--- config.mk ---
export PLATFORM = sky130hd
export DESIGN_NAME = rfs_top
export DESIGN_NICKNAME = d
export VERILOG_FILES = /design/src/rtl/rfs_pkg.sv /design/src/rtl/rfs_tick.sv /design/src/rtl/rfs_top.sv
export SDC_FILE = /design/constraint.sdc
export NUM_CORES = 1
export LEC_CHECK = 0
export BUFFER_PORTS_ARGS = -buffer_cell sky130_fd_sc_hd__clkbuf_2
export CORE_ASPECT_RATIO = 0.9
export CORE_MARGIN = 5
export CORE_UTILIZATION = 55
export CTS_CLUSTER_DIAMETER = 50
export DETAILED_ROUTE_END_ITERATION = 8
export MAX_ROUTING_LAYER = met4
export PLACE_DENSITY = 0.83
export SKIP_CTS_REPAIR_TIMING = 1
export SLEW_MARGIN = 5
export SYNTH_ARGS = -nofsm -noshare
export SYNTH_HDL_FRONTEND = slang
export SYNTH_SLANG_ARGS = --single-unit
--- constraint.sdc ---
create_clock -name clk_i -period 9.9 [get_ports clk_i]
set_input_delay 0.495 -clock clk_i [delete_from_list [all_inputs] [get_ports clk_i]]
set_output_delay 0.495 -clock clk_i [all_outputs]
set_load 0.1 [all_outputs]
--- src/rtl/rfs_pkg.sv ---
package rfs_pkg;

  // ----------------------------------------------------------------
  // widths and units (frequency in 0.01 Hz steps)
  // ----------------------------------------------------------------
  localparam int          FREQ_W       = 16;
  localparam int          TIME_W       = 16;
  localparam logic [1:0]  SEL_MULTI    = 2'h0;
  localparam logic [1:0]  SEL_STORE    = 2'h1;
  localparam logic [1:0]  SEL_NOSTORE  = 2'h2;
  localparam logic [1:0]  SEL_STOPCLR  = 2'h3;

  // ----------------------------------------------------------------
  // timing
  // ----------------------------------------------------------------
  localparam longint      CLK_HZ       = 40_000_000;
  localparam longint      MINUTE_S     = 60;
  localparam longint      MINUTE_CYC   = MINUTE_S * CLK_HZ;
  localparam longint      RAMP_REF_HZ  = 60;
  localparam longint      RAMP_STEPS   = RAMP_REF_HZ * 100;
  localparam longint      RAMP_TIME_S  = 5;
  // cycles per 0.01 Hz step for a 5 s ramp to the reference frequency
  localparam logic [15:0] RAMP_PER_RST = 16'(RAMP_TIME_S * CLK_HZ / RAMP_STEPS);
  localparam logic [15:0] DECEL_SAME   = 16'h270f;

  // ----------------------------------------------------------------
  // register map (byte addresses) and reset values
  // ----------------------------------------------------------------
  localparam logic [7:0]  OFS_CTRL     = 8'h00;
  localparam logic [7:0]  OFS_MAXF     = 8'h04;
  localparam logic [7:0]  OFS_PANEL    = 8'h08;
  localparam logic [7:0]  OFS_PRIM     = 8'h0c;
  localparam logic [7:0]  OFS_SEC      = 8'h10;
  localparam logic [7:0]  OFS_STAT     = 8'h14;
  localparam logic [7:0]  OFS_CMD      = 8'h18;
  localparam logic [15:0] MAXF_RST     = 16'h2ee0;
  localparam logic [15:0] PANEL_RST    = 16'h0000;

  // ----------------------------------------------------------------
  // carriers
  // ----------------------------------------------------------------
  typedef struct packed {
    logic       comp;
    logic [1:0] sel;
  } rfs_ctrl_t;

  typedef struct packed {
    logic [15:0] decel;
    logic [15:0] accel;
  } rfs_ramp_t;

  localparam rfs_ctrl_t CTRL_RST = '{comp: 1'b0, sel: SEL_MULTI};
  localparam rfs_ramp_t PRIM_RST = '{decel: RAMP_PER_RST, accel: RAMP_PER_RST};
  localparam rfs_ramp_t SEC_RST  = '{decel: DECEL_SAME, accel: RAMP_PER_RST};

endpackage

--- src/rtl/rfs_tick.sv ---
`timescale 1ns/10ps
module rfs_tick
  import rfs_pkg::*;
#(
  parameter int W = 16
) (
  // clock and reset
  input  wire logic         clk_i,
  input  wire logic         rst_i,
  // control
  input  wire logic         restart_i,
  input  wire logic [W-1:0] period_i,
  // pulse
  output logic              tick_o
);

  logic [W-1:0] cnt_q;
  logic [W-1:0] last;

  // a zero period behaves as one, so the pulse is high on every cycle
  assign last = (period_i == '0) ? '0 : period_i - W'(1);

  // free-running divider, cleared while restart is held
  always_ff @(posedge clk_i) begin
    if (rst_i || restart_i) begin
      cnt_q  <= '0;
      tick_o <= 1'b0;
    end else if (cnt_q >= last) begin
      cnt_q  <= '0;
      tick_o <= 1'b1;
    end else begin
      cnt_q  <= cnt_q + W'(1);
      tick_o <= 1'b0;
    end
  end

endmodule

--- src/rtl/rfs_top.sv ---
`timescale 1ns/10ps
module rfs_top
  import rfs_pkg::*;
#(
  parameter logic [31:0] MINUTE_CYCLES = 32'(MINUTE_CYC)
) (
  // clock and reset
  input  wire logic              clk_i,
  input  wire logic              rst_i,
  // wishbone slave
  input  wire logic              cyc_i,
  input  wire logic              stb_i,
  input  wire logic              we_i,
  input  wire logic [7:0]        adr_i,
  input  wire logic [3:0]        sel_i,
  input  wire logic [31:0]       dat_i,
  output logic [31:0]            dat_o,
  output logic                   ack_o,
  // contact inputs
  input  wire logic              raise_input_i,
  input  wire logic              lower_input_i,
  input  wire logic              clear_input_i,
  input  wire logic              forward_start_input_i,
  input  wire logic              reverse_start_input_i,
  input  wire logic              second_ramp_select_i,
  // operating context
  input  wire logic              panel_mode_i,
  input  wire logic              ext_use_panel_i,
  input  wire logic              network_mode_i,
  input  wire logic              jog_active_i,
  input  wire logic              process_loop_active_i,
  input  wire logic [FREQ_W-1:0] ext_freq_i,
  input  wire logic [FREQ_W-1:0] analog_comp_i,
  // nonvolatile store
  input  wire logic              nvm_load_i,
  input  wire logic [FREQ_W-1:0] nvm_data_i,
  output logic                   nvm_wr_o,
  output logic [FREQ_W-1:0]      nvm_data_o,
  // results
  output logic [FREQ_W:0]        freq_cmd_o,
  output logic                   multispeed_en_o,
  output logic                   remote_active_o
);

  // ----------------------------------------------------------------
  // registers and bus slave
  // ----------------------------------------------------------------
  rfs_ctrl_t         ctrl_q;
  logic [FREQ_W-1:0] maxf_q;
  logic [FREQ_W-1:0] panel_q;
  rfs_ramp_t         prim_q;
  rfs_ramp_t         sec_q;
  logic [FREQ_W-1:0] remote_q;
  logic [FREQ_W-1:0] remote_d;
  logic [FREQ_W-1:0] chk_q;
  logic              armed_q;
  logic              raise_q;
  logic              lower_q;
  logic              start_q;
  logic              req;
  logic              wr;
  logic [31:0]       rd_d;
  logic [31:0]       wmask;

  assign req = cyc_i && stb_i && !ack_o;
  assign wr  = req && we_i;
  assign wmask = {{8{sel_i[3]}}, {8{sel_i[2]}}, {8{sel_i[1]}}, {8{sel_i[0]}}};

  // one-cycle acknowledge; unmapped addresses answer zero and drop writes
  always_ff @(posedge clk_i) begin
    if (rst_i) begin
      ack_o <= 1'b0;
      dat_o <= '0;
    end else begin
      ack_o <= req;
      dat_o <= req ? rd_d : '0;
    end
  end

  // read mux
  always_comb begin
    rd_d = '0;
    if (adr_i == OFS_CTRL) begin
      rd_d = 32'(ctrl_q);
    end else if (adr_i == OFS_MAXF) begin
      rd_d = 32'(maxf_q);
    end else if (adr_i == OFS_PANEL) begin
      rd_d = 32'(panel_q);
    end else if (adr_i == OFS_PRIM) begin
      rd_d = prim_q;
    end else if (adr_i == OFS_SEC) begin
      rd_d = sec_q;
    end else if (adr_i == OFS_STAT) begin
      rd_d = {15'h0000, remote_active_o, remote_q};
    end else if (adr_i == OFS_CMD) begin
      rd_d = 32'(freq_cmd_o);
    end
  end

  // writable registers, byte lanes honoured
  always_ff @(posedge clk_i) begin
    if (rst_i) begin
      ctrl_q  <= CTRL_RST;
      maxf_q  <= MAXF_RST;
      panel_q <= PANEL_RST;
      prim_q  <= PRIM_RST;
      sec_q   <= SEC_RST;
    end else if (wr) begin
      if (adr_i == OFS_CTRL) begin
        ctrl_q <= 3'((32'(ctrl_q) & ~wmask) | (dat_i & wmask));
      end else if (adr_i == OFS_MAXF) begin
        maxf_q <= 16'((32'(maxf_q) & ~wmask) | (dat_i & wmask));
      end else if (adr_i == OFS_PANEL) begin
        panel_q <= 16'((32'(panel_q) & ~wmask) | (dat_i & wmask));
      end else if (adr_i == OFS_PRIM) begin
        prim_q <= (prim_q & ~wmask) | (dat_i & wmask);
      end else if (adr_i == OFS_SEC) begin
        sec_q <= (sec_q & ~wmask) | (dat_i & wmask);
      end
    end
  end

  // ----------------------------------------------------------------
  // mode decode
  // ----------------------------------------------------------------
  logic remote_en;
  logic store_en;
  logic up;
  logic down;
  logic start;
  logic start_fall;
  logic rl_change;

  // network mode deliberately does not gate the function
  assign remote_en  = (ctrl_q.sel != SEL_MULTI)
                   && !jog_active_i && !process_loop_active_i;
  assign store_en   = (ctrl_q.sel == SEL_STORE);
  // exactly one of raise/lower ramps; both or neither holds
  assign up         = raise_input_i && !lower_input_i;
  assign down       = lower_input_i && !raise_input_i;
  assign start      = forward_start_input_i || reverse_start_input_i;
  assign start_fall = start_q && !start;
  assign rl_change  = (raise_q != raise_input_i) || (lower_q != lower_input_i);

  // mode flags to the rest of the drive
  always_ff @(posedge clk_i) begin
    if (rst_i) begin
      multispeed_en_o <= 1'b1;
      remote_active_o <= 1'b0;
    end else begin
      multispeed_en_o <= (ctrl_q.sel == SEL_MULTI);
      remote_active_o <= remote_en;
    end
  end

  // edge history of the contacts
  always_ff @(posedge clk_i) begin
    if (rst_i) begin
      raise_q <= 1'b0;
      lower_q <= 1'b0;
      start_q <= 1'b0;
    end else begin
      raise_q <= raise_input_i;
      lower_q <= lower_input_i;
      start_q <= start;
    end
  end

  // ----------------------------------------------------------------
  // ramp rate selection
  // ----------------------------------------------------------------
  logic [TIME_W-1:0] sec_dec;
  logic [TIME_W-1:0] up_per;
  logic [TIME_W-1:0] dn_per;
  logic              ramp_tick;

  // the second decel code for "same as accel" falls back to accel
  assign sec_dec = (sec_q.decel == DECEL_SAME) ? sec_q.accel : sec_q.decel;

  // rt off: the slower of second and primary times; rt on: second only
  always_comb begin
    if (second_ramp_select_i) begin
      up_per = sec_q.accel;
      dn_per = sec_dec;
    end else begin
      up_per = (prim_q.accel > sec_q.accel) ? prim_q.accel : sec_q.accel;
      dn_per = (prim_q.decel > sec_dec) ? prim_q.decel : sec_dec;
    end
  end

  rfs_tick #(
    .W (TIME_W)
  ) u_ramp (
    .clk_i     (clk_i),
    .rst_i     (rst_i),
    .restart_i (!remote_en || !(up || down)),
    .period_i  (up ? up_per : dn_per),
    .tick_o    (ramp_tick)
  );

  // ----------------------------------------------------------------
  // remotely-set frequency
  // ----------------------------------------------------------------
  // priority: restore, clear, stop-clear, ramp; clamp to 0..max
  always_comb begin
    remote_d = remote_q;
    if (nvm_load_i && store_en) begin
      remote_d = nvm_data_i;
    end else if (remote_en && clear_input_i) begin
      remote_d = '0;
    end else if (remote_en && start_fall && ctrl_q.sel == SEL_STOPCLR) begin
      remote_d = '0;
    end else if (remote_en && ramp_tick) begin
      // ramps with or without a start command
      if (up && remote_q < maxf_q) begin
        remote_d = remote_q + FREQ_W'(1);
      end else if (down && remote_q != '0) begin
        remote_d = remote_q - FREQ_W'(1);
      end
    end
    if (remote_d > maxf_q) begin
      remote_d = maxf_q;
    end
  end

  always_ff @(posedge clk_i) begin
    if (rst_i) begin
      remote_q <= '0;
    end else begin
      remote_q <= remote_d;
    end
  end

  // ----------------------------------------------------------------
  // storage: on stop and on minute checks
  // ----------------------------------------------------------------
  logic minute_tick;
  logic chk_write;

  // each raise/lower change restarts the minute, so the first check
  // lands one minute after the last change, then once a minute
  rfs_tick #(
    .W (32)
  ) u_minute (
    .clk_i     (clk_i),
    .rst_i     (rst_i),
    .restart_i (rl_change || !armed_q || !store_en),
    .period_i  (MINUTE_CYCLES),
    .tick_o    (minute_tick)
  );

  // the clear input plays no part in the write decision
  assign chk_write = minute_tick && (remote_q != chk_q);

  always_ff @(posedge clk_i) begin
    if (rst_i) begin
      armed_q <= 1'b0;
      chk_q   <= '0;
    end else begin
      if (rl_change && store_en) begin
        armed_q <= 1'b1;
      end else if (!store_en) begin
        armed_q <= 1'b0;
      end
      if (nvm_load_i && store_en) begin
        chk_q <= nvm_data_i;
      end else if (minute_tick) begin
        chk_q <= remote_q;
      end
    end
  end

  // write strobe; frequent use wears the store, which software avoids
  always_ff @(posedge clk_i) begin
    if (rst_i) begin
      nvm_wr_o   <= 1'b0;
      nvm_data_o <= '0;
    end else begin
      nvm_wr_o   <= store_en && (start_fall || chk_write);
      nvm_data_o <= remote_q;
    end
  end

  // ----------------------------------------------------------------
  // output frequency command
  // ----------------------------------------------------------------
  logic [FREQ_W-1:0]   base;
  logic signed [17:0]  sum;
  logic [FREQ_W:0]     cap;
  logic [FREQ_W:0]     cmd_d;
  logic signed [17:0]  comp_x;

  // panel mode uses the panel frequency; external picks its source
  assign base   = (panel_mode_i || ext_use_panel_i) ? panel_q : ext_freq_i;
  // compensation only with the selector set; off means aux ignored
  assign comp_x = ctrl_q.comp ? 18'(signed'(analog_comp_i)) : '0;
  assign sum    = signed'(18'(base)) + signed'(18'(remote_en ? remote_q : '0))
                + comp_x;
  assign cap    = 17'(base) + 17'(maxf_q);

  always_comb begin
    if (sum < 0) begin
      cmd_d = '0;
    end else if (sum > signed'(18'(cap))) begin
      cmd_d = cap;
    end else begin
      cmd_d = 17'(sum);
    end
  end

  always_ff @(posedge clk_i) begin
    if (rst_i) begin
      freq_cmd_o <= '0;
    end else begin
      freq_cmd_o <= cmd_d;
    end
  end
endmodule

# Word-level counts from Yosys, hierarchy flattened

Cells that the tools add are included.

Add/subtract/negate cells: 8
$lt $le $gt $ge: 8
Equality and inequality tests: 13
Multiplexer cells: 31
Bitwise logic cells: 17
Reduce and logical (&&, ||, !) cells: 55

Operators by type and width:

| kind                    | number |
|---|---|
| $mux W16                | 20 |
| $and A32 B32 Y32        | 3 |
| $mux W32                | 2 |
| $or A32 B32 Y32         | 2 |
| $mux W17                | 3 |
| $gt A16 B16 Y1          | 3 |
| $add A16 B16 Y17        | 2 |
| $add A16 B1 Y16 const B | 2 |
| $add A32 B1 Y32 const B | 1 |
| $and A16 B16 Y16        | 2 |
| $ge A32 B32 Y1 const B  | 1 |
| $not A32 Y32            | 1 |
| $or A16 B16 Y16         | 2 |
| $sub A16 B1 Y16 const B | 2 |
| $eq A8 B5 Y1 const B    | 3 |
| $add A18 B18 Y18        | 1 |
| $gt A18 B18 Y1          | 1 |
| $logic_and A1 B1 Y1     | 18 |
| $lt A18 B1 Y1 const B   | 1 |
| $mux W18                | 1 |
| $eq A16 B14 Y1 const B  | 1 |
| $eq A8 B4 Y1 const B    | 2 |
| $ge A16 B16 Y1          | 1 |
| $logic_not A16 Y1       | 1 |
| other kinds (26)        | 56 |

Register bits: 254
Input port bits: 109
Output and inout bits: 69
Logic and storage cells: 159

# Depth between registers and ports, before layout

Gate-level depths: netlist (run 1).

Word-level depth: 11
Gate-level depth with buffers: 33
Gate-level depth less buffers: 30

# Hierarchy

A second synthesis (run 1) with hierarchy kept.

Cells, all modules: 2,174
Area total of the unflattened synthesis: 18,182.4 um^2

Modules (own cells, without submodules):

| module               | instances | cells an instance | area each (um^2) | seq. area each (um^2) |
|---|---|---|---|---|
| rfs_top              | 1         | 1,637             | 13,850.8         | 4,083.9 |
| rfs_tick at u_minute | 1         | 357               | 2,763.9          | 660.6 |
| rfs_tick at u_ramp   | 1         | 180               | 1,567.8          | 340.3 |

# Least setup slack after synthesis (run 1)

No wires, ideal clock.

Path type: input to register
From: input ext_use_panel_i
To: register freq_cmd_o[14]
Setup time: 128 ps
Arrival: 6,463 ps
Required time: 9,772 ps
Setup slack: 3,310 ps
Stages: 31
Path buffers: 2
Cells stage by stage: nor2_1 clkbuf_1 mux2i_1 inv_1 ha_1 a21o_1 a21oi_1 o21ai_0 a21oi_1 o21bai_1 a2111oi_0 nor2_1 a21oi_1 o21bai_1 xor2_1 ha_1 a21oi_1 nor2_1 nor2_1 and4_1 a2111oi_0 nand2_1 ha_1 nand4_1 nor4_1 a21oi_1 o21ai_0 a21oi_2 buf_2 mux2i_1 nor2_1

Cells in the longest elaborated chain, start to end: 6
Elaborated cells between the ends (all ways): 9
Those cells by class: 3 x add/sub; 2 x order compare; 2 x mux; 2 x reduce/logical

Ends and longest elaborated chain:

| element                                         | line                           | source |
|---|---|---|
| start, declared                                 | rfs_top.sv:28                  | `input wire logic ext_use_panel_i,` |
| $logic_or A1 B1 Y1 (*)                          | rfs_top.sv:294                 | `assign base = (panel_mode_i \|\| ext_use_panel_i) ? panel_q : ext_freq_i;` |
| $mux W16 (*)                                    | rfs_top.sv:294                 |  |
| $add A16 B16 Y17                                | rfs_top.sv:297                 | `assign sum = signed'(18'(base)) + signed'(18'(remote_en ? remote_q : '0))` |
| $add A18 B18 Y18                                | rfs_top.sv:298                 | `+ comp_x;` |
| $gt A18 B18 Y1 or $lt A18 B1 Y1 (tied branches) | rfs_top.sv:304, rfs_top.sv:302 |  |
| $mux W17 or $reduce_or A2 Y1 (tied branches)    | --                             |  |
| end signal, assigned                            | rfs_top.sv:315                 | `freq_cmd_o <= cmd_d;` |
| end, declared                                   | rfs_top.sv:40                  | `output logic [FREQ_W:0] freq_cmd_o,` |

Every way passes the cells marked *; elsewhere a longest branch is shown, timed or not.
A chain may end at the register's enable or synchronous reset.

==> key figures, run 1 <==
Critical path
  • CP Class: reg2reg
  • CP max FO: 16
  • Critical Path End Type: flip-flop
  • Data required, critical path: about 10 ns
  • Arrival time at the worst endpoint: about 8 ns
  • Startpoint types: flip-flop

Timing
  • Endpoints failing hold: 0
  • Fin. max-slew vios: 0
  • Final setup vio count: 0
  • Fmax: approximately 0.13 GHz
  • Setup Skew: around 0.028 ns
  • RSZ-0062 raised after global routing: false
  • Final setup TNS: 0 ns
  • Slew @ Worst Pin: ~1.2 ns
  • Slew margin rel.: 0.1952
  • Final worst path period need: ~7.8 ns
  • Final Cycle Share: 0.7850

Synthesis
  • Post-Synth Simple-Gate Area: 0.2051
  • Async set-reset flop share out of synthesis: 0
  • Post-synthesis average cell area: around 8.3 sq um
  • Post-synthesis mux area share: 0.08848
  • Post-Synth Adder-Cell Area: 0.1173
  • Yosys top cell area share: 0.3022
  • Top cells by area, synth: dfxtp_1, ha_1, mux2i_1
  • Mapped Nets: around 2.3k
  • Cell variety after synth: 86
  • XOR/XNOR Fraction of Synth Area: 0.06194
  • Top_reg_cell synth: dfxtp_1
  • Leading area contributor after synthesis: dfxtp_1
  • Synth warn: 0
  • Post-Synthesis Cells: around 2.0k
  • Number of synthesized register bits: 254
  • Most frequent cells after synthesis: dfxtp_1, nor2_1, nand2_1
  • Count leader, synth: dfxtp_1
  • Largest family of logic cells by synthesized area: simple AND/OR/NAND/NOR gates
  • EDFF count, synth: 0
  • Mapped Area: around 17000 sq um
  • Compound-Gate Fraction of Synth Area: 0.1799
  • Seq/Total Area, Yosys: 0.3022

Floorplan
  • Die Ht: between 150 and 200 um
  • Cell Rows: 60
  • Starting Density: 0.5604
  • CORE AREA: around 30000 sq um
  • I/O Pins: roughly 180
  • Chip width: about 190 um
  • Die area: between 30000 and 40000 sq um

Global route
  • Tot GR Track Use: 0.3016
  • First-pass GRT wire length: a little over 80 mm
  • Antenna violations before repair: 4
  • Largest net degree at the start of global routing: 93
  • Vias in the first global route: roughly 16k
  • GRT overflow: 0

CTS
  • Clock latency on the worst-skew pair: around 0.57 ns
  • Inserted Clock Buffers: 31
  • Htree depth: 1
  • # clock sinks: about 250
  • Root buf cell: clkbuf_16
  • CTS tree: yes
  • Worst-path clk slew: 0.06 ns
  • Clk buf depth: 3

Pwr
  • Internal power: ~1.8 mW
  • Combinational share of power: 0.081
  • Clock power share: 0.496
  • IR drop worst, VDD: 120.5 uV
  • Sequential power share: 0.423
  • Pwr Density: 127.9 nW/um^2
  • Leakage power: 8.224 nW
  • NetSw: 621.9 uW
  • Switch share: 0.2539

Place
  • Post-DP HPWL: 40.47 mm
  • Routability cong.: approximately 0.98
  • I/O Buffers: 176
  • Placed Cells: approximately 2.5k

Drt
  • Initial DRC Count: between 1k and 1.5k
  • Via count: about 16k
  • Detailed Routing Iterations Pass 1: 6
  • DRC: 0
  • Routed Wire Length: about 53 mm
  • WL per Instance: 20.37 um
  • Antenna Nets Post-Route: 0
  • DR vias/cell: a little over 6

Layout
  • Layout fillers: 2553
  • Area Growth Syn to Fin: 13.77%
  • # nets final: around 2.4k
  • Post-layout util: 0.6375
  • Share of cells above drive strength 1: 0.1479
  • Fin cells: around 2.6k

Worst hold path
  • Hold_sp: dat_i[29]
  • Min-Delay Path Class: in2reg

Run
  • Max cap viols: 0

Outcome
  • Status: completed
cell type report:
class,count,area [sq um],share of cell area
Multi-Input combinational cell,1571,11010,0.5749
Sequential cell,254,5085,0.2656
Tap cell,403,504.2,0.02634
Timing Repair Buffer,194,1018,0.05320
Clock inverter,20,286.5,0.01497
Inverter,109,409.1,0.02137
Antenna cell,4,10.01,0.0005228
Clock buffer,36,824.5,0.04307
stage by stage:
step	instance area (sq um)	total power, mW	hold slack [ns]	worst slack [ns]
6_report	19140	2.449	0.1643	2.129
4_1_cts	19130	2.453	0.1466	2.229
5_1_grt	19140	2.515	0.1681	1.564
3_3_place_gp	18020	1.249	0.4410	2.418
3_5_place_dp	18020	1.253	0.4551	2.191
2_1_floorplan	16830	1.184	0.4299	3.310
per-layer routing:
metal	track usage	vias up	wire length (um)
met5	-	-	0
met4	0.1318	0	2652
met3	0.04236	160	4549
met2	0.4854	759	23940
met1	0.3819	7580	21630
li1	-	7529	-
cells by family (layout without fill, tap and decap cells):
family,after synthesis,after routing
simple gates,724,724
compound gates,428,428
flops,254,254
buf+inv,197,359
fa+ha+maj,156,156
mux,144,144
xor+xnor,119,119
other cells,0,4
path summary, 6_finish.rpt:
kind,endpoint,slack (ns),cells after the start
setup / recovery,freq_cmd_o[3]$_SDFF_PP0_,2.13,27
hold / removal,flip-flop,0.16,2
setup reg to reg,freq_cmd_o[3]$_SDFF_PP0_,2.13,27
hold reg to reg,u_minute.cnt_q[0]$_SDFF_PP0_,0.47,1
worst max-delay path, cell delays in order, from the launching register on:
cell	delay [ns]
dfxtp_1	0.49
nor2_1	0.16
nor4_1	0.62
ha_1	0.30
inv_1	0.06
fa_1	0.40
nor2b_1	0.12
o21ai_0	0.11
a21boi_0	0.26
o21ai_0	0.12
nand2b_1	0.11
a21o_1	0.14
a41oi_1	0.15
nor2b_1	0.18
xnor2_1	0.16
ha_1	0.24
or2_2	0.32
a2111oi_0	0.60
nor2_1	0.22
o311ai_0	0.61
ha_1	0.35
nand3_1	0.14
nor4_1	0.08
a21oi_1	0.11
o21ai_0	0.27
a21oi_2	0.93
mux2i_1	0.33
nor2_1	0.06
power by group through the flow:
stage	combinational, mW	sequential, mW	clock [mW]
5_1_grt	0.211	1.04	1.27
3_3_place_gp	0.190	1.06	0
4_1_cts	0.196	1.04	1.22
3_5_place_dp	0.195	1.06	0
6_report	0.199	1.04	1.21
2_1_floorplan	0.0905	1.09	0
placed cells by master (no fill, tap or decap), drive strengths merged, types with 37 or more instances in the layout:
| master | n |
|---|---|
| dfxtp | 254 |
| nor2 | 253 |
| clkbuf | 211 |
| nand2 | 160 |
| ha | 153 |
| inv | 115 |
| mux2i | 112 |
| a21oi | 87 |
| a22oi | 68 |
| nand3 | 62 |
| o21ai | 62 |
| xnor2 | 60 |
| xor2 | 59 |
| a21o | 40 |
| and2 | 37 |
(Power assumes the default switching activity.)
==> run 2: changes to the inputs <==
Settings changed: ABC_AREA from default to 1.
Clock period 9.9 ns to 7.25 ns, I/O delays scaled along.
==> run 2 against run 1 <==
First-iteration DRC count rose by 27%. Total power is 80% higher. Hold slack worse by 0.13 ns. Non-clock buffer count is 3 higher. Combinational power grew to 5.6 times the previous value. Synthesized cell count increased by 22%. Die area up 1.5%. Critical path depth grew 7. Sequential power up 53%. Clock skew fell by 0.014 ns. Global-route usage increased by 1.5 points. Largest cell class unchanged. Largest power group unchanged. Highest routed layer unchanged.
==> key figures, run 2 <==
Synthesis
  • Mapped Area: 17100 sq um (+1.6%)
  • Most frequent cells after synthesis: nand2_1, inv_1, dfxtp_1
  • Cell variety after synth: 52 (-40%)
  • Async set-reset flop share out of synthesis: 0 (unchanged)
  • Leading area contributor after synthesis: dfxtp_1
  • Synth warn: 0 (unchanged)
  • Post-synthesis average cell area: 6.910 sq um (-17%)
  • Count leader, synth: nand2_1
  • Number of synthesized register bits: 254 (unchanged)
  • Top_reg_cell synth: dfxtp_1
  • Post-Synthesis Cells: 2474 (+22%)
  • Mapped Nets: 2739 (+20%)
  • Top cells by area, synth: dfxtp_1, ha_1, nand2_1
  • EDFF count, synth: 0 (unchanged)
  • Seq/Total Area, Yosys: 0.2974 (-0.004755)
  • Yosys top cell area share: 0.2974 (-0.004755)

Drt
  • Detailed Routing Iterations Pass 1: 6 (unchanged)
  • Via count: 17.63k (+10%)
  • Routed Wire Length: 55.49 mm (+5.1%)
  • DRC: 0 (unchanged)
  • DR vias/cell: 5.798 (-6.3%)
  • Antenna Nets Post-Route: 0 (unchanged)
  • WL per Instance: 18.25 um (-10%)
  • Initial DRC Count: 1831 (+27%)

Global route
  • Largest net degree at the start of global routing: 94 (+1.1%)
  • Tot GR Track Use: 0.3169 (+0.01535)
  • Antenna violations before repair: 0 (-4)
  • Vias in the first global route: 16.68k (+7.6%)
  • First-pass GRT wire length: 86.99 mm (+6.0%)
  • GRT overflow: 0 (unchanged)

Timing
  • Setup Skew: 0.01463 ns (-0.01377 ns)
  • Final setup TNS: 0 ns (unchanged)
  • Slew @ Worst Pin: 1.130 ns (-0.06956 ns)
  • Slew margin rel.: 0.2424 (+0.04721)
  • Endpoints failing hold: 0 (unchanged)
  • Final Cycle Share: 0.9150 (+0.1300)
  • RSZ-0062 raised after global routing: false
  • Final worst path period need: 6.634 ns (-1.138 ns)
  • Fin. max-slew vios: 0 (unchanged)
  • Hold WS: 0.03858 ns (-0.1257 ns)
  • Final setup vio count: 0 (unchanged)
  • Fmax: 0.1507 GHz (+17%)

Floorplan
  • I/O Pins: 178 (unchanged)
  • Die area: 34720 sq um (+1.5%)
  • Starting Density: 0.5558 (-0.004544)
  • Die Ht: 177.3 um (+0.75%)
  • Cell Rows: 61 (+1.7%)
  • Chip width: 195.8 um (+0.76%)
  • CORE AREA: 30760 sq um (+2.4%)

CTS
  • Worst-path clk slew: 0.06 ns (about the same)
  • Root buf cell: clkbuf_16
  • Clk buf depth: 3 (unchanged)
  • Clock latency on the worst-skew pair: 0.57 ns (about the same)
  • # clock sinks: 254 (unchanged)
  • Htree depth: 1 (unchanged)
  • CTS tree: yes
  • Inserted Clock Buffers: 30 (-3.2%)

Layout
  • Diode count: 0 (-4)
  • # nets final: 2874 (+18%)
  • Share of cells above drive strength 1: 0.1193 (-0.02855)
  • Area Growth Syn to Fin: 13.43%
  • Commonest non-fill, non-tap cell in the layout: nand2_1
  • Most frequent cells in the layout: nand2_1, inv_1, dfxtp_1

Pwr
  • NetSw: 1.555 mW (+150%)
  • Clock power share: 0.386 (-0.110)
  • Pwr Density: 227.9 nW/um^2 (+78%)
  • Sequential power share: 0.360 (-0.063)
  • Switch share: 0.3519 (+0.09798)
  • IR drop worst, VDD: 208.8 uV (+73%)
  • Internal power: 2.864 mW (+57%)
  • Leakage power: 9.230 nW (+12%)
  • Combinational share of power: 0.253 (+0.172)

Critical path
  • CP max FO: 30 (+14)
  • Data required, critical path: 7.69 ns (-2.65 ns)
  • Startpoint types: flip-flop
  • CP delay by family, top: simple AND/OR/NAND/NOR gates
  • Max incr delay on CP: 0.44 ns (-0.49 ns)
  • Slowest stage cell, crit path: nor3_1
  • Arrival time at the worst endpoint: 7.07 ns (-1.14 ns)
  • CP Class: reg2reg
  • Critical Path End Type: flip-flop
  • WP buf/inv: 6 (+5)

Place
  • I/O Buffers: 176 (unchanged)
  • Post-DP HPWL: 42.84 mm (+5.9%)
  • Routability cong.: 1.009 (+3.0%)

Run
  • Max cap viols: 0 (unchanged)

Outcome
  • Status: completed

Worst hold path
  • Min-Delay Path Class: in2reg
==> run 2: metal layers <==
metal	track usage	routed length (um)
met1	0.4037	23040
met2	0.4965	24500
met3	0.03978	4388
met4	0.1640	3559
met5	-	0
==> run 2: area by class of cell <==
cell class                 count  area (sq um)
tap                          409         511.7
fill                        2772         11370
sequential                   254          5085
clock inverter                16         286.5
inverter                     314          1179
multi-input combinational   1812         10450
timing repair buffer         197          1039
clock buffer                  38         842.1
==> run 2: kinds of logic (layout without fill, tap and decap cells) <==
logic type                 Yosys count  in the layout  synth area share
buffers and inverters              408            565           0.09287
and+or+nand+nor                   1029           1029            0.2631
xor gates and xnor gates            73             73           0.03740
DFF                                254            254            0.2974
adders and majority gates          156            156            0.1155
AOI/OAI and AO/OA                  539            539            0.1838
muxes                               15             15          0.009880
==> run 2: path summary, 6_finish.rpt <==
check                                 end  cells after the start                         start  slack (ns)
max reg2reg      freq_cmd_o[5]$_SDFF_PP0_                     34                     flip-flop        0.62
max              freq_cmd_o[5]$_SDFF_PP0_                     34                     flip-flop        0.62
min                             flip-flop                      3                     dat_i[25]        0.04
min reg2reg  u_minute.cnt_q[0]$_SDFF_PP0_                      1  u_minute.cnt_q[0]$_SDFF_PP0_        0.47
==> run 2: through the flow <==
stage          cells  utilization  cell area [sq um]  power (mW)  setup WS (ns)
6_report        3040       0.6305              19390       4.420         0.6163
5_1_grt         3040       0.6305              19390       4.603        0.08225
2_1_floorplan   2474            -              17100       2.367          1.612
3_5_place_dp    2986       0.5936              18260       2.711         0.4763
3_3_place_gp    2986       0.5936              18260       2.683         0.6682
4_1_cts         3040       0.6303              19390       4.410         0.4074
==> run 2: power by group through the flow <==
stage	sequential, mW	combinational, mW	clock, mW
2_1_floorplan	1.70	0.663	0
3_3_place_gp	1.62	1.07	0
3_5_place_dp	1.62	1.09	0
4_1_cts	1.59	1.10	1.72
5_1_grt	1.60	1.23	1.78
6_report	1.59	1.12	1.71
==> run 2: worst min-delay path, stage by stage <==
cell,delay (ns)
clkbuf_2,0.10
nand2_1,0.05
nand3_1,0.06
